$ cat src/common/cns_pkg.sv
/*
 * Shared constants, frame layout and node states for the node service engine.
 * Assumes an 11-bit identifier CAN controller that passes whole frames in and out.
 */
`default_nettype none
package cns_pkg;
    // Frame as exchanged with the data-link controller; data[7:0] is byte 0
    typedef struct packed {
        logic [10:0] id;
        logic [3:0] dlc;
        logic [63:0] data;
    } cns_frame_s;

    typedef enum logic [5:0] {
        CNS_INIT    = 6'h01,
        CNS_RST_APP = 6'h02,
        CNS_RST_COM = 6'h04,
        CNS_PREOP   = 6'h08,
        CNS_OPER    = 6'h10,
        CNS_STOP    = 6'h20
    } cns_nmt_e;

    // Identifiers
    localparam logic [10:0] NMT_ID = 11'h000;
    localparam logic [10:0] SYNC_ID = 11'h080;
    localparam logic [10:0] EMCY_BASE = 11'h080;
    localparam logic [3:0] FC_SDO_TX = 4'hb;
    localparam logic [3:0] FC_SDO_RX = 4'hc;
    localparam logic [3:0] FC_HB = 4'he;

    // Client commands and server replies
    localparam logic [7:0] SDO_WR4 = 8'h23;
    localparam logic [7:0] SDO_WR2 = 8'h2b;
    localparam logic [7:0] SDO_WR1 = 8'h2f;
    localparam logic [7:0] SDO_RD = 8'h40;
    localparam logic [7:0] SDO_ABORT = 8'h80;
    localparam logic [7:0] SDO_RD4_OK = 8'h43;
    localparam logic [7:0] SDO_RD2_OK = 8'h4b;
    localparam logic [7:0] SDO_RD1_OK = 8'h4f;
    localparam logic [7:0] SDO_WR_OK = 8'h60;
    localparam logic [31:0] ABORT_NO_OBJ = 32'h06020000;
    localparam logic [31:0] ABORT_RD_ONLY = 32'h06010002;
    localparam logic [31:0] ABORT_BAD_CMD = 32'h05040001;

    // Network management command specifiers
    localparam logic [7:0] CS_START = 8'h01;
    localparam logic [7:0] CS_STOP = 8'h02;
    localparam logic [7:0] CS_PREOP = 8'h80;
    localparam logic [7:0] CS_RST_APP = 8'h81;
    localparam logic [7:0] CS_RST_COM = 8'h82;

    // Heartbeat state bytes and boot-up payload
    localparam logic [7:0] HB_BOOT = 8'h00;
    localparam logic [7:0] HB_PREOP = 8'h7f;
    localparam logic [7:0] HB_OPER = 8'h05;
    localparam logic [7:0] HB_STOP = 8'h04;

    // Dictionary entries served
    localparam logic [15:0] IDX_DEV_TYPE = 16'h1000;
    localparam logic [15:0] IDX_ERR_REG = 16'h1001;
    localparam logic [15:0] IDX_HB_CONS = 16'h1016;
    localparam logic [15:0] IDX_HB_PROD = 16'h1017;
    localparam logic [31:0] DEV_TYPE_VAL = 32'h00000000; // Arbitrary value
    localparam logic [15:0] HB_TIME_RST = 16'h0000;
    localparam logic [31:0] HB_CONS_RST = 32'h00000000;

    // Error register values
    localparam logic [7:0] ERR_NONE = 8'h00;
    localparam logic [7:0] ERR_GENERIC = 8'h01;
    localparam logic [7:0] ERR_INTERNAL = 8'h80;

    // Millisecond time base
    localparam int CLK_HZ = 10000000;
    localparam int TICK_MS = 1;
    localparam int TICK_CYCLES = TICK_MS * (CLK_HZ / 1000);
endpackage
`default_nettype wire

$ cat src/verilog/cns_node_engine.sv
/*
 * Node service engine: expedited SDO server, NMT slave state machine, boot-up,
 * heartbeat producer and consumer, SYNC-held commands and emergency frames.
 * Assumes a CAN data-link controller on both frame ports and a stable node_id.
 */
`timescale 1ns/10ps
`default_nettype none
// How it works
// - SDO requests arrive on 0x600+node; replies leave on 0x580+node.
// - Byte 0 command, bytes 1-2 index low first, byte 3 subindex, bytes 4-7 data.
// - Requests 0x23/0x2B/0x2F write 4/2/1 bytes, 0x40 reads, 0x80 aborts.
// - Replies 0x43/0x4B/0x4F for reads, 0x60 for writes, 0x80 for abort.
// - Longer payloads need segments ending with a flag; segments here are refused.
// - Either side may abort; an abort discards the transfer without reply.
// - Power-up enters initialization, then moves on by itself to pre-operational.
// - NMT 0x01 operational, 0x02 stopped, 0x80 pre-op, 0x81/0x82 resets.
// - NMT frame id 0, byte 0 specifier, byte 1 node, 0 means all.
// - NMT commands are obeyed silently, never answered.
// - Application reset flows into communication reset; resets accepted from any run state.
// - Services gated by state: SDO/SYNC/EMCY in pre-op or operational only.
// - Heartbeat is the only error control; guarding requests are ignored.
// - With producer time nonzero, heartbeat frames repeat at that period.
// - Consumer flags a fault when its producer stays silent past the timeout.
// - One boot-up frame is sent on entering pre-operational after initialization.
// - In synchronous mode state commands other than the two resets wait for the next SYNC.
// - Error onset sends emergency with its code; clearing sends code 0.
// - Emergency on 0x80+node: code bytes 0-1, error register, vendor bytes 3-7.
// - Error register reads 0 none, 1 generic, 0x80 internal; also object 0x1001.
// - Dictionary entries are selected by 16-bit index plus 8-bit subindex.
// - Identifier is 4-bit function code above the 7-bit node number.
module cns_node_engine #(
    parameter int TICK_CYCLES = cns_pkg::TICK_CYCLES
) (
    // Clock and reset
    input wire logic mclk,
    input wire logic rst,
    // Configuration
    input wire logic [6:0] node_id,
    input wire logic sync_mode,
    // Frames from the link
    input wire logic rx_valid,
    output logic rx_ready,
    input wire cns_pkg::cns_frame_s rx_frame,
    // Frames to the link
    output logic tx_valid,
    input wire logic tx_ready,
    output cns_pkg::cns_frame_s tx_frame,
    // Application error report
    input wire logic err_active,
    input wire logic err_internal,
    input wire logic [15:0] err_code,
    input wire logic [39:0] err_vendor,
    // Status
    output cns_pkg::cns_nmt_e nmt_state,
    output logic pdo_enable,
    output logic sync_pulse,
    output logic hb_fault,
    output logic [7:0] err_reg
);
    typedef struct packed {
        cns_pkg::cns_nmt_e nmt;
        logic [15:0] ms_cnt;
        logic held_vld;
        logic [7:0] held_cs;
        logic sync_seen;
        logic sdo_pend;
        cns_pkg::cns_frame_s sdo_frm;
        logic boot_pend;
        logic hb_pend;
        logic [15:0] hb_time;
        logic [15:0] hb_cnt;
        logic [31:0] hbc_cfg;
        logic [15:0] hbc_cnt;
        logic hbc_fault;
        logic emcy_pend;
        cns_pkg::cns_frame_s emcy_frm;
        logic err_seen;
        logic [7:0] err_reg;
        cns_pkg::cns_frame_s [1:0] buf_frm;
        logic wptr;
        logic rptr;
        logic [1:0] cnt;
    } cns_state_s;

    cns_state_s st_q;
    cns_state_s st_d;

    logic rx_fire;
    logic tick;
    logic node_ok;
    logic run_st;
    logic svc_st;
    logic [7:0] cmd;
    logic [15:0] idx;
    logic [7:0] sub;
    logic [31:0] val;
    logic is_nmt;
    logic is_sync;
    logic is_sdo;
    logic is_hb;
    logic tx_fire;

    function automatic cns_pkg::cns_nmt_e nmt_apply(cns_pkg::cns_nmt_e cur, logic [7:0] cs);
        case (cs)
            cns_pkg::CS_START: nmt_apply = cns_pkg::CNS_OPER;
            cns_pkg::CS_STOP: nmt_apply = cns_pkg::CNS_STOP;
            cns_pkg::CS_PREOP: nmt_apply = cns_pkg::CNS_PREOP;
            cns_pkg::CS_RST_APP: nmt_apply = cns_pkg::CNS_RST_APP;
            cns_pkg::CS_RST_COM: nmt_apply = cns_pkg::CNS_RST_COM;
            default: nmt_apply = cur;
        endcase
    endfunction

    function automatic logic [7:0] hb_byte(cns_pkg::cns_nmt_e s);
        case (s)
            cns_pkg::CNS_OPER: hb_byte = cns_pkg::HB_OPER;
            cns_pkg::CNS_STOP: hb_byte = cns_pkg::HB_STOP;
            default: hb_byte = cns_pkg::HB_PREOP;
        endcase
    endfunction

    assign rx_fire = rx_valid && rx_ready;
    assign tx_fire = tx_valid && tx_ready;
    assign tick = (st_q.ms_cnt == 16'(TICK_CYCLES - 1));
    assign node_ok = (node_id != 7'h00);
    assign run_st = (st_q.nmt == cns_pkg::CNS_PREOP) || (st_q.nmt == cns_pkg::CNS_OPER)
        || (st_q.nmt == cns_pkg::CNS_STOP);
    assign svc_st = (st_q.nmt == cns_pkg::CNS_PREOP) || (st_q.nmt == cns_pkg::CNS_OPER);
    assign cmd = rx_frame.data[7:0];
    assign idx = rx_frame.data[23:8];
    assign sub = rx_frame.data[31:24];
    assign val = rx_frame.data[63:32];
    assign is_nmt = (rx_frame.id == cns_pkg::NMT_ID) && (rx_frame.dlc >= 4'h2)
        && ((rx_frame.data[15:8] == 8'h00) || (rx_frame.data[15:8] == {1'b0, node_id}));
    assign is_sync = (rx_frame.id == cns_pkg::SYNC_ID);
    assign is_sdo = node_ok && (rx_frame.id == {cns_pkg::FC_SDO_RX, node_id});
    assign is_hb = (st_q.hbc_cfg[22:16] != 7'h00) && (rx_frame.id == {cns_pkg::FC_HB, st_q.hbc_cfg[22:16]});

    always_comb begin
        st_d = st_q;
        st_d.sync_seen = 1'b0;
        st_d.ms_cnt = tick ? 16'h0000 : 16'(st_q.ms_cnt + 16'h0001);

        // Drain side of the two-entry buffer
        if (tx_fire) begin
            st_d.rptr = ~st_q.rptr;
        end
        // Fill side; one frame per cycle, SDO reply first
        if (st_q.cnt != 2'h2 || tx_fire) begin
            if (st_q.sdo_pend) begin
                st_d.buf_frm[st_q.wptr] = st_q.sdo_frm;
                st_d.sdo_pend = 1'b0;
                st_d.wptr = ~st_q.wptr;
            end else if (st_q.emcy_pend) begin
                st_d.buf_frm[st_q.wptr] = st_q.emcy_frm;
                st_d.emcy_pend = 1'b0;
                st_d.wptr = ~st_q.wptr;
            end else if (st_q.boot_pend) begin
                st_d.buf_frm[st_q.wptr] = '{id: {cns_pkg::FC_HB, node_id}, dlc: 4'h1,
                    data: {56'h0, cns_pkg::HB_BOOT}};
                st_d.boot_pend = 1'b0;
                st_d.wptr = ~st_q.wptr;
            end else if (st_q.hb_pend) begin
                st_d.buf_frm[st_q.wptr] = '{id: {cns_pkg::FC_HB, node_id}, dlc: 4'h1,
                    data: {56'h0, hb_byte(st_q.nmt)}};
                st_d.hb_pend = 1'b0;
                st_d.wptr = ~st_q.wptr;
            end
        end
        st_d.cnt = 2'(st_q.cnt + {1'b0, st_d.wptr != st_q.wptr} - {1'b0, tx_fire});

        // Node state sequencing
        case (st_q.nmt)
            cns_pkg::CNS_INIT: begin
                st_d.nmt = cns_pkg::CNS_RST_APP;
            end
            cns_pkg::CNS_RST_APP: begin
                st_d.err_seen = 1'b0;
                st_d.err_reg = cns_pkg::ERR_NONE;
                st_d.emcy_pend = 1'b0;
                st_d.nmt = cns_pkg::CNS_RST_COM;
            end
            cns_pkg::CNS_RST_COM: begin
                st_d.hb_time = cns_pkg::HB_TIME_RST;
                st_d.hbc_cfg = cns_pkg::HB_CONS_RST;
                st_d.hb_cnt = 16'h0000;
                st_d.hbc_cnt = 16'h0000;
                st_d.hbc_fault = 1'b0;
                st_d.hb_pend = 1'b0;
                st_d.held_vld = 1'b0;
                st_d.boot_pend = 1'b1;
                st_d.nmt = cns_pkg::CNS_PREOP;
            end
            cns_pkg::CNS_PREOP, cns_pkg::CNS_OPER, cns_pkg::CNS_STOP: begin
            end
            default: begin
                st_d.nmt = cns_pkg::CNS_INIT;
            end
        endcase

        // Heartbeat producer, only while running
        if (!run_st || st_q.hb_time == 16'h0000) begin
            st_d.hb_cnt = 16'h0000;
        end else if (tick) begin
            if (16'(st_q.hb_cnt + 16'h0001) >= st_q.hb_time) begin
                st_d.hb_cnt = 16'h0000;
                st_d.hb_pend = 1'b1;
            end else begin
                st_d.hb_cnt = 16'(st_q.hb_cnt + 16'h0001);
            end
        end

        // Heartbeat consumer
        if (st_q.hbc_cfg[15:0] == 16'h0000) begin
            st_d.hbc_cnt = 16'h0000;
            st_d.hbc_fault = 1'b0;
        end else if (tick && !st_q.hbc_fault) begin
            if (16'(st_q.hbc_cnt + 16'h0001) >= st_q.hbc_cfg[15:0]) begin
                st_d.hbc_fault = 1'b1;
            end else begin
                st_d.hbc_cnt = 16'(st_q.hbc_cnt + 16'h0001);
            end
        end

        // Emergency on each change of the error condition; waits while not allowed
        if (svc_st && !st_q.emcy_pend && (err_active != st_q.err_seen)) begin
            st_d.err_seen = err_active;
            st_d.err_reg = !err_active ? cns_pkg::ERR_NONE
                : (err_internal ? cns_pkg::ERR_INTERNAL : cns_pkg::ERR_GENERIC);
            st_d.emcy_pend = 1'b1;
            st_d.emcy_frm = '{id: 11'(cns_pkg::EMCY_BASE + {4'h0, node_id}), dlc: 4'h8,
                data: {err_vendor, st_d.err_reg, (err_active ? err_code : 16'h0000)}};
        end

        if (rx_fire) begin
            // Silent obedience, no frame is queued here
            if (is_nmt && run_st) begin
                if ((rx_frame.data[7:0] == cns_pkg::CS_RST_APP) || (rx_frame.data[7:0] == cns_pkg::CS_RST_COM)) begin
                    st_d.nmt = nmt_apply(st_q.nmt, rx_frame.data[7:0]);
                    st_d.held_vld = 1'b0;
                end else if (sync_mode) begin
                    st_d.held_vld = 1'b1;
                    st_d.held_cs = rx_frame.data[7:0];
                end else begin
                    st_d.nmt = nmt_apply(st_q.nmt, rx_frame.data[7:0]);
                end
            end
            if (is_sync && svc_st) begin
                st_d.sync_seen = 1'b1;
                if (st_q.held_vld) begin
                    st_d.nmt = nmt_apply(st_q.nmt, st_q.held_cs);
                    st_d.held_vld = 1'b0;
                end
            end
            // Alive heartbeat clears the fault in the same cycle a timeout would set it
            if (is_hb) begin
                st_d.hbc_cnt = 16'h0000;
                st_d.hbc_fault = 1'b0;
            end
            if (is_sdo && svc_st) begin
                st_d.sdo_frm.id = {cns_pkg::FC_SDO_TX, node_id};
                st_d.sdo_frm.dlc = 4'h8;
                st_d.sdo_frm.data = {32'h0, sub, idx, cns_pkg::SDO_WR_OK};
                st_d.sdo_pend = 1'b1;
                case (cmd)
                    cns_pkg::SDO_WR4, cns_pkg::SDO_WR2, cns_pkg::SDO_WR1: begin
                        if (idx == cns_pkg::IDX_HB_PROD && sub == 8'h00) begin
                            st_d.hb_time = (cmd == cns_pkg::SDO_WR1) ? {8'h00, val[7:0]} : val[15:0];
                            st_d.hb_cnt = 16'h0000;
                        end else if (idx == cns_pkg::IDX_HB_CONS && sub == 8'h01) begin
                            st_d.hbc_cfg = (cmd == cns_pkg::SDO_WR4) ? val
                                : ((cmd == cns_pkg::SDO_WR2) ? {16'h0, val[15:0]} : {24'h0, val[7:0]});
                            st_d.hbc_cnt = 16'h0000;
                            st_d.hbc_fault = 1'b0;
                        end else if (idx == cns_pkg::IDX_DEV_TYPE || idx == cns_pkg::IDX_ERR_REG
                            || idx == cns_pkg::IDX_HB_CONS) begin
                            st_d.sdo_frm.data = {cns_pkg::ABORT_RD_ONLY, sub, idx, cns_pkg::SDO_ABORT};
                        end else begin
                            st_d.sdo_frm.data = {cns_pkg::ABORT_NO_OBJ, sub, idx, cns_pkg::SDO_ABORT};
                        end
                    end
                    cns_pkg::SDO_RD: begin
                        if (idx == cns_pkg::IDX_DEV_TYPE && sub == 8'h00) begin
                            st_d.sdo_frm.data = {cns_pkg::DEV_TYPE_VAL, sub, idx, cns_pkg::SDO_RD4_OK};
                        end else if (idx == cns_pkg::IDX_ERR_REG && sub == 8'h00) begin
                            st_d.sdo_frm.data = {24'h0, st_q.err_reg, sub, idx, cns_pkg::SDO_RD1_OK};
                        end else if (idx == cns_pkg::IDX_HB_CONS && sub == 8'h00) begin
                            st_d.sdo_frm.data = {32'h1, sub, idx, cns_pkg::SDO_RD1_OK};
                        end else if (idx == cns_pkg::IDX_HB_CONS && sub == 8'h01) begin
                            st_d.sdo_frm.data = {st_q.hbc_cfg, sub, idx, cns_pkg::SDO_RD4_OK};
                        end else if (idx == cns_pkg::IDX_HB_PROD && sub == 8'h00) begin
                            st_d.sdo_frm.data = {16'h0, st_q.hb_time, sub, idx, cns_pkg::SDO_RD2_OK};
                        end else begin
                            st_d.sdo_frm.data = {cns_pkg::ABORT_NO_OBJ, sub, idx, cns_pkg::SDO_ABORT};
                        end
                    end
                    cns_pkg::SDO_ABORT: begin
                        st_d.sdo_pend = 1'b0;
                    end
                    default: begin
                        // Segmented transfers are not served; the client sees an abort
                        st_d.sdo_frm.data = {cns_pkg::ABORT_BAD_CMD, sub, idx, cns_pkg::SDO_ABORT};
                    end
                endcase
            end
        end
    end

    always_ff @(posedge mclk) begin
        if (rst) begin
            st_q <= '0;
            st_q.nmt <= cns_pkg::CNS_INIT;
        end else begin
            st_q <= st_d;
        end
    end

    // A pending SDO reply stalls all further incoming frames, not only SDO requests
    assign rx_ready = !st_q.sdo_pend;
    assign tx_valid = (st_q.cnt != 2'h0);
    assign tx_frame = st_q.buf_frm[st_q.rptr];
    assign nmt_state = st_q.nmt;
    assign pdo_enable = (st_q.nmt == cns_pkg::CNS_OPER);
    assign sync_pulse = st_q.sync_seen;
    assign hb_fault = st_q.hbc_fault;
    assign err_reg = st_q.err_reg;
endmodule
`default_nettype wire

$ cat config.mk
export PLATFORM = sky130hd
export DESIGN_NAME = cns_node_engine
export DESIGN_NICKNAME = d
export VERILOG_FILES = /design/src/common/cns_pkg.sv /design/src/verilog/cns_node_engine.sv
export SDC_FILE = /design/constraint.sdc
export NUM_CORES = 1
export LEC_CHECK = 0
export BUFFER_PORTS_ARGS = -buffer_cell sky130_fd_sc_hd__buf_4
export CAP_MARGIN = 10
export CORE_MARGIN = 2
export CORE_UTILIZATION = 30
export CTS_BUF_LIST = sky130_fd_sc_hd__clkbuf_4 sky130_fd_sc_hd__clkbuf_8
export DETAILED_ROUTE_END_ITERATION = 16
export HOLD_SLACK_MARGIN = 0.12
export RECOVER_POWER = 50
export REMOVE_ABC_BUFFERS = 1
export SETUP_SLACK_MARGIN = 0.2
export SKIP_CTS_REPAIR_TIMING = 1
export SYNTH_ARGS = -nofsm -noshare
export SYNTH_HDL_FRONTEND = slang
export SYNTH_SLANG_ARGS = --single-unit
$ cat constraint.sdc
create_clock -name mclk -period 3.5 [get_ports mclk]
set_clock_uncertainty 0.1 [all_clocks]
set_input_delay 0 -clock mclk [delete_from_list [all_inputs] [get_ports mclk]]
set_output_delay 0 -clock mclk [all_outputs]
set_load 0.01 [all_outputs]
==> Word level (Yosys, flattened, before mapping) <==
Index checks and enable logic that the tools add are counted.
{ "op_classes": {"addsub": 6, "n_lt_le_gt_ge": 6, "eq_ne": 37, "n_mux": 82, "bitwise_logic": 4, "reduce_logical": 51} }
{ "ops": {"columns": ["op", "count"], "rows": [
  ["159-bit two-way mux", 4],
  ["158-bit bitwise mux", 4],
  ["64-bit two-way mux", 4],
  ["81-bit two-way mux", 3],
  ["79-bit two-way mux", 3],
  ["64-bit one-hot mux with 3 select lines", 1],
  ["59-bit two-way mux", 3],
  ["16-bit two-way mux", 7],
  ["49-bit two-way mux", 2],
  ["90-bit two-way mux", 1],
  ["89-bit two-way mux", 1],
  ["83-bit two-way mux", 1],
  ["80-bit two-way mux", 1],
  ["79-bit demux with 1-bit select", 1],
  ["16-bit by 13-bit == test with 1-bit output (second input constant)", 4],
  ["32-bit two-way mux", 2],
  ["8-bit two-way mux", 8],
  ["6-bit one-hot mux with 5 select lines", 2],
  ["17-bit two-way mux", 3],
  ["50-bit two-way mux", 1],
  ["16-bit by 1-bit adder with 16-bit output (second input constant)", 3],
  ["8-bit == test (second input constant)", 6],
  ["6-bit two-way mux", 6],
  ["16-bit >= comparator", 2],
  ["other kinds (46)", 113]
]} }
{ "word_totals": {"ff_bits": 437, "inputBits": 149, "output_inout_bits": 98, "elab_cells": 217} }

==> Longest topological paths before layout <==
Gate-level depths: netlist of the first run.
{ "logic_depth": {"depth_word": 16, "depth_mapped": 16, "ltp_nobuf": 14} }

==> Worst setup path before layout of the first run <==
OpenSTA, ideal clock, no wires.
{ "synth_path": {"path_type": "reg-to-reg", "startpoint": "register st_q[300] (netlist name)", "endpoint": "register st_q[307] (netlist name)", "setup_ns": 0.072, "t_arrival_ns": 3.363, "required_ns": 3.328, "setup_slack_ns": -0.035, "path_stages_with_launch": 16, "path_buffers": 2, "synth_period_minus_slack_ns": 3.535, "path_cell_list": "dfxtp_1 -> ha_1 -> and3_1 -> and3_1 -> and3_1 -> nand3_1 -> xnor2_1 -> ha_1 -> and4_1 -> a211o_1 -> a21oi_1 -> nor2b_1 -> buf_2 -> buf_6 -> a21oi_1 -> mux2i_1"} }
{ "synth_between": {"elab_chain_cells": 9} }
{ "synth_rtl": {"columns": ["element", "line_no", "text"], "rows": [
  ["from (decl)", "cns_node_engine.sv:85", "cns_state_s st_q;"],
  ["from (signal assigned)", "cns_node_engine.sv:314", "st_q <= st_d;"],
  ["16-bit by 1-bit adder with 16-bit output (*)", "cns_node_engine.sv:205, cns_node_engine.sv:209", null],
  ["16-bit >= comparator", "cns_node_engine.sv:205", "if (16'(st_q.hb_cnt + 16'h0001) >= st_q.hb_time) begin"],
  ["16-bit two-way mux (*)", "cns_node_engine.sv:205", null],
  ["16-bit two-way mux (*)", "cns_node_engine.sv:204", "end else if (tick) begin"],
  ["16-bit two-way mux (*)", "cns_node_engine.sv:202", "if (!run_st || st_q.hb_time == 16'h0000) begin"],
  ["32-bit two-way mux", "cns_node_engine.sv:267", "if (idx == cns_pkg::IDX_HB_PROD && sub == 8'h00) begin"],
  ["81-bit two-way mux", "cns_node_engine.sv:265", "case (cmd)"],
  ["81-bit two-way mux", "cns_node_engine.sv:260", "if (is_sdo && svc_st) begin"],
  ["81-bit two-way mux (*)", "cns_node_engine.sv:235", "if (rx_fire) begin"]
]} }
Mark *: on every way between the ends. The rest lies on a longest branch, timed or not.
A chain may end at the register's enable or synchronous reset.

==> Final worst setup path of the first run <==
{ "layout_path": {"startpoint": "register st_q[252] (netlist name)", "endpoint": "register st_q[254] (netlist name)"} }
{ "layout_between": {"elab_chain_cells": 11} }
{ "layout_rtl": {"columns": ["element", "line_no", "text"], "rows": [
  ["16-bit by 1-bit adder with 16-bit output (*)", "cns_node_engine.sv:218, cns_node_engine.sv:221", null],
  ["16-bit >= comparator", "cns_node_engine.sv:218", "if (16'(st_q.hbc_cnt + 16'h0001) >= st_q.hbc_cfg[15:0]) begin"],
  ["16-bit two-way mux (*)", "cns_node_engine.sv:218", null],
  ["17-bit two-way mux (*)", "cns_node_engine.sv:217", "end else if (tick && !st_q.hbc_fault) begin"],
  ["17-bit two-way mux (*)", "cns_node_engine.sv:214", "if (st_q.hbc_cfg[15:0] == 16'h0000) begin"],
  ["17-bit two-way mux", "cns_node_engine.sv:256", "if (is_hb) begin"],
  ["49-bit two-way mux", "cns_node_engine.sv:270", "end else if (idx == cns_pkg::IDX_HB_CONS && sub == 8'h01) begin"],
  ["49-bit two-way mux", "cns_node_engine.sv:267", null],
  ["81-bit two-way mux", "cns_node_engine.sv:265", null],
  ["81-bit two-way mux", "cns_node_engine.sv:260", null],
  ["81-bit two-way mux (*)", "cns_node_engine.sv:235", null]
]} }
Marked as above.

==> key figures, run 1 <==
Run status
  – Status: complete, no violations

Clock tree
  – Register clock-pin slew on the reported worst setup and hold paths: 0.07 ns
  – Clock tree buffer depth: 3
  – Clk_lat worst skew: 0.66 ns
  – H-tree depth: 3
  – CTS buffer count: 76
  – CTS root buf: clkbuf_8
  – Clock net sink count: 418
  – CTS tree: yes

Critical path
  – Worst setup EP type: flop
  – Worst-path fanout max: 8
  – Setup CP Type: reg2reg
  – Crit path launch type: flop
  – CP required: 3.95 ns
  – Worst EP arrival: 3.61 ns

Detailed routing
  – WL final: 72700 um
  – Via count: 19906
  – Wirelength per Cell: 18.9 um
  – Detailed-route DRC error count: 0
  – 1st-pass router iterations: 8
  – Initial DRC count: 1577
  – Routed Antenna Nets: 0
  – Vias per cell: 5.17

Logic synthesis
  – Yosys cell types: 68
  – Avg Inst Size Synth: 8.03 um2
  – Post-synth EDFFs: 0
  – Mapped Cells: 2449
  – Top_reg_cell synth: dfxtp_1
  – Register area share after synthesis: 0.426
  – Mapped cell area: 0.0197 mm2
  – FF+latch count, synth: 418
  – Yosys warnings: 0
  – Async SR Flop Fraction: 0

Timing
  – Fin. max-slew vios: 0
  – Period utilization: 0.903
  – Slew margin rel.: 0.183
  – Final Hold Fails: 0
  – F_max: 0.316 GHz
  – Finish-stage setup viols: 0
  – Worst hold slack: 0.0576 ns
  – Setup repair after global routing missed its margin: yes
  – Worst slew pin tran: 1.23 ns
  – Setup ws final: 0.339 ns
  – Min Tclk post-route: 3.16 ns

Cells and area
  – Largest register FFs: 408
  – Design Area, Final: 0.0268 mm2
  – Area growth from synthesis to layout: 36.4%
  – Nets: 3124
  – Share of cells above drive strength 1: 0.161
  – Commonest cells after routing, fill and taps aside: dfxtp_1 (407), nor2_1 (379), a21oi_1 (331)
  – Most common cell after layout, fill and taps aside: dfxtp_1

Floorplanning
  – Die area: 0.0676 mm2
  – Die Wd: 260 um
  – Starting Density: 0.304
  – Rows: 93
  – Core outline area: 0.0646 mm2
  – Die Ht: 260 um
  – IO Count: 247

Pwr
  – Leakage: 0.00975 uW
  – Maximum VDD drop: 0.198 mV
  – Power, Total: 10900 uW
  – PD cells: 406 mW/mm2

Job
  – Total of max-cap violations: 0

Place
  – # port buffers: 239
  – Post-DP HPWL: 45600 um
  – RD Place Congestion: 0.830
  – Post-place setup slack: 0.0709 ns
  – Post-place instance area: 0.0224 mm2

Global routing
  – GRT Resource Usage Total: 0.198
  – Gr ovfl total: 0
  – Largest net degree at the start of global routing: 130
  – First-pass GRT wire length: 104000 um
  – Vias in the first global route: 17510
  – Initial antenna violation count: 4

Hold path
  – Tightest Hold Check Type: in2reg
## metal layers
metal	share of wire	vias to the layer above	GRT usage
li1	-	9603	-
met1	0.43	9477	0.252
met2	0.47	694	0.321
met3	0.070	126	0.0496
met4	0.029	6	0.0773
met5	0.00054	-	0
## cell type report
cell class,instances,area [um2]
Fill cell,6527,37800
Multi-Input combinational cell,1788,10500
Sequential cell,418,8390
Timing Repair Buffer,594,4990
Clock buffer,117,1470
Tap cell,855,1070
Inverter,58,218
Clock inverter,15,193
Antenna cell,3,7.51
## power breakdown
part | total, uW | switching [uW] | internal [uW]
sequential | 4880 | 98.6 | 4780
combinational | 892 | 426 | 466
clock | 5110 | 2140 | 2970
## worst paths after layout
kind,from,endpoint,slack (ns),cells after the start
worst min-delay path,rx_frame[43],st_q[327],0.06,4
worst max register to register,st_q[252],st_q[254],0.34,15
worst min register to register,st_q[424],st_q[424],0.34,1
worst max-delay path,st_q[252],st_q[254],0.34,15
## cell families after synthesis
kind of cell / synth area share
compound gates: 0.207
simple gates: 0.212
mux: 0.0514
buf+inv: 0.0516
fa+ha+maj: 0.0248
flops: 0.426
other cells: 0.000191
xor+xnor: 0.0281
## worst max-delay path, cell delays in order (launching register included)
cell	delay, ns
dfxtp_4	0.37
ha_2	0.19
nand3_1	0.11
nor2_2	0.13
buf_4	0.14
nor2b_1	0.05
or2_2	0.30
ha_1	0.29
and3_1	0.21
a221o_1	0.31
a31oi_2	0.21
o41a_1	0.20
nor2_1	0.04
buf_4	0.18
a21oi_1	0.16
nor2_1	0.05
## cells in the mapped netlist, drive strengths merged, types with 26 or more instances
cell	count	share of area
dfxtp	418	0.43
xor2	31	0.014
nor2	383	0.073
clkbuf	157	0.030
buf	33	0.010
ha	39	0.025
nor3	40	0.010
inv	56	0.011
xnor2	32	0.014
a22o	26	0.012
nand3	89	0.023
a22oi	166	0.063
mux2	79	0.045
o21ai	42	0.011
a21oi	333	0.085
nor4	27	0.0095
nand2	278	0.053
## through the flow
step / cells / TNS, ns / util
after floorplan: 2264 / -66.55 / -
after global placement: 3424 / 0 / 0.347
after detailed placement: 3424 / 0 / 0.347
after CTS: 3556 / 0 / 0.373
after global routing: 3845 / 0 / 0.415
final: 3848 / 0 / 0.415
Power figures use the tool's default switching activity.
==> run 2: changes to the inputs <==
- BUFFER_PORTS_ARGS: -buffer_cell sky130_fd_sc_hd__buf_4 -> not set
- CELL_PAD_IN_SITES_DETAIL_PLACEMENT: not set -> 1
- CELL_PAD_IN_SITES_GLOBAL_PLACEMENT: not set -> 1
- DONT_BUFFER_PORTS: not set -> 1
- PLACE_DENSITY_LB_ADDON: not set -> 0.1
==> key figures, run 2 (synthesized netlist as in run 1, its figures left out) <==
Run status
  – Status: finished, violations left
  – Failing checks: negative hold slack

Global routing
  – GR Layer Usage met2: 0.377 (+0.0557)
  – Vias in the first global route: 19059 (+8.8%)
  – Met1 usage: 0.288 (+0.0359)
  – Gr ovfl total: 0 (unchanged)
  – GRT Resource Usage Total: 0.227 (+0.0292)
  – Initial antenna violation count: 9 (+5)
  – GR Layer Usage met3: 0.0585 (+0.00887)
  – Gr busiest metal: met2
  – Largest net degree at the start of global routing: 350 (+170%)
  – First-pass GRT wire length: 118000 um (+13%)

Floorplanning
  – Core outline area: 0.0646 mm2 (unchanged)
  – Die area: 0.0676 mm2 (unchanged)
  – Die Ht: 260 um (unchanged)
  – Die Wd: 260 um (unchanged)
  – Starting Density: 0.304 (unchanged)
  – IO Count: 247 (unchanged)
  – Rows: 93 (unchanged)

Place
  – Post-DP HPWL: 52000 um (+14%)
  – RD Place Congestion: 0.815 (-1.9%)
  – Post-place instance area: 0.0207 mm2 (-7.7%)
  – # port buffers: 0 (-100%)
  – Post-place setup slack: -0.0547 ns (-0.126 ns)

Pwr
  – PD cells: 407 mW/mm2 (+0.20%)
  – Maximum VDD drop: 0.228 mV (+15%)
  – Power, Total: 10900 uW (+0.58%)
  – Leakage: 0.00984 uW (+1.0%)

Timing
  – Worst slew pin tran: 1.23 ns (+0.000568 ns)
  – Period utilization: 0.924 (+0.0206)
  – Setup repair after global routing missed its margin: yes
  – Min Tclk post-route: 3.23 ns (+0.0722 ns)
  – F_max: 0.309 GHz (-2.2%)
  – Slew margin rel.: 0.183 (-0.000378)
  – Final Hold Fails: 174 (+174)
  – Setup ws final: 0.267 ns (-0.0722 ns)
  – Fin. max-slew vios: 0 (unchanged)
  – Worst hold slack: -0.601 ns (-0.658 ns)
  – Finish-stage setup viols: 0 (unchanged)

Detailed routing
  – Via count: 20052 (+0.73%)
  – WL final: 84200 um (+16%)
  – Vias per cell: 5.31 (+2.7%)
  – Initial DRC count: 1064 (-33%)
  – Detailed-route DRC error count: 0 (unchanged)
  – 1st-pass router iterations: 5 (-3)
  – Wirelength per Cell: 22.3 um (+18%)
  – Routed Antenna Nets: 0 (unchanged)

Clock tree
  – CTS tree: yes
  – Clock tree buffer depth: 3 (unchanged)
  – CTS root buf: clkbuf_8
  – H-tree depth: 3 (unchanged)
  – Clk_lat worst skew: 0.66 ns (about the same)
  – Clock net sink count: 418 (unchanged)
  – Register clock-pin slew on the reported worst setup and hold paths: 0.06 ns (about the same)
  – CTS buffer count: 84 (+11%)

Critical path
  – Worst EP arrival: 3.72 ns (+0.11 ns)
  – CP required: 3.99 ns (+0.04 ns)
  – FF-to-FF path depth: 9 (-6)
  – Worst-path fanout max: 38 (+30)
  – Setup CP Type: reg2reg
  – Worst setup EP type: flop
  – Crit path launch type: flop

Cells and area
  – Largest register FFs: 408 (unchanged)
  – Area growth from synthesis to layout: 36.9%
  – Final core area utilization: 0.417 (+0.00159)
  – Share of cells above drive strength 1: 0.0991 (-0.0614)
  – Most common cell after layout, fill and taps aside: dlygate4sd3_1
  – Commonest cells after routing, fill and taps aside: dlygate4sd3_1 (423), dfxtp_1 (410), nor2_1 (377)
  – Design Area, Final: 0.0269 mm2 (+0.38%)
  – Nets: 3040 (-2.7%)

Hold path
  – WHS Path Cells: 1 (-3)
  – Tightest Hold Check Type: in2reg

Job
  – Total of max-cap violations: 0 (unchanged)
run 2: changes by cell type in the layout (fill, tap and decap cells not counted), moves of 7 or more:
cell           delta
clkbuf_1         -60
clkbuf_8          +7
dlygate4sd3_1   +135
buf_4           -171
clkbuf_4         +13
mux2_1           +50
mux2_2           -50
run 2: metrics by stage:
step	TNS (ns)	hold slack, ns	instances
floorplan	-66.55	-0.0309	2264
global placement	0	0.0269	3196
detailed placement	-0.264	0.0304	3196
CTS	-0.481	-0.691	3346
global route	0	-0.656	3773
finish	0	-0.601	3775
run 2: worst paths after layout:
path,from,end,slack [ns]
min,rst,nmt_state[3],-0.60
max reg2reg,st_q[333],st_q[102],0.27
max,st_q[333],st_q[102],0.27
min reg2reg,st_q[424],st_q[424],0.35
run 2: metal layers:
layer  wire length (um)  share of wire
met1              37300           0.44
met2              40300           0.48
met3               4490          0.053
met4               2090          0.025
met5                 69        0.00082
run 2: layout make-up:
type,instances,area [um2]
Antenna cell,4,10.0
Clock buffer,139,1680
Clock inverter,11,120
Fill cell,7583,37700
Inverter,58,218
Multi-Input combinational cell,1788,10600
Sequential cell,418,8380
Tap cell,855,1070
Timing Repair Buffer,502,4880
run 2: power breakdown:
| part | internal, uW | total (uW) | switching [uW] | leakage [uW] |
|---|---|---|---|---|
| registers | 4780 | 4870 | 91.0 | 0.00337 |
| clock network | 3170 | 5420 | 2260 | 0.000962 |
| logic | 325 | 653 | 328 | 0.00551 |
| total | 8270 | 10900 | 2670 | 0.00984 |
run 2: critical path, cell delays in order, from the launching register on:
cell and delay [ns]:
dfxtp_1 0.41, or3_1 0.48, nor2_1 0.12, nor2_1 0.05, buf_4 0.19, nand2_4 0.07, buf_2 0.77, a22oi_1 0.21
nor2_1 0.16, dlygate4sd3_1 0.59
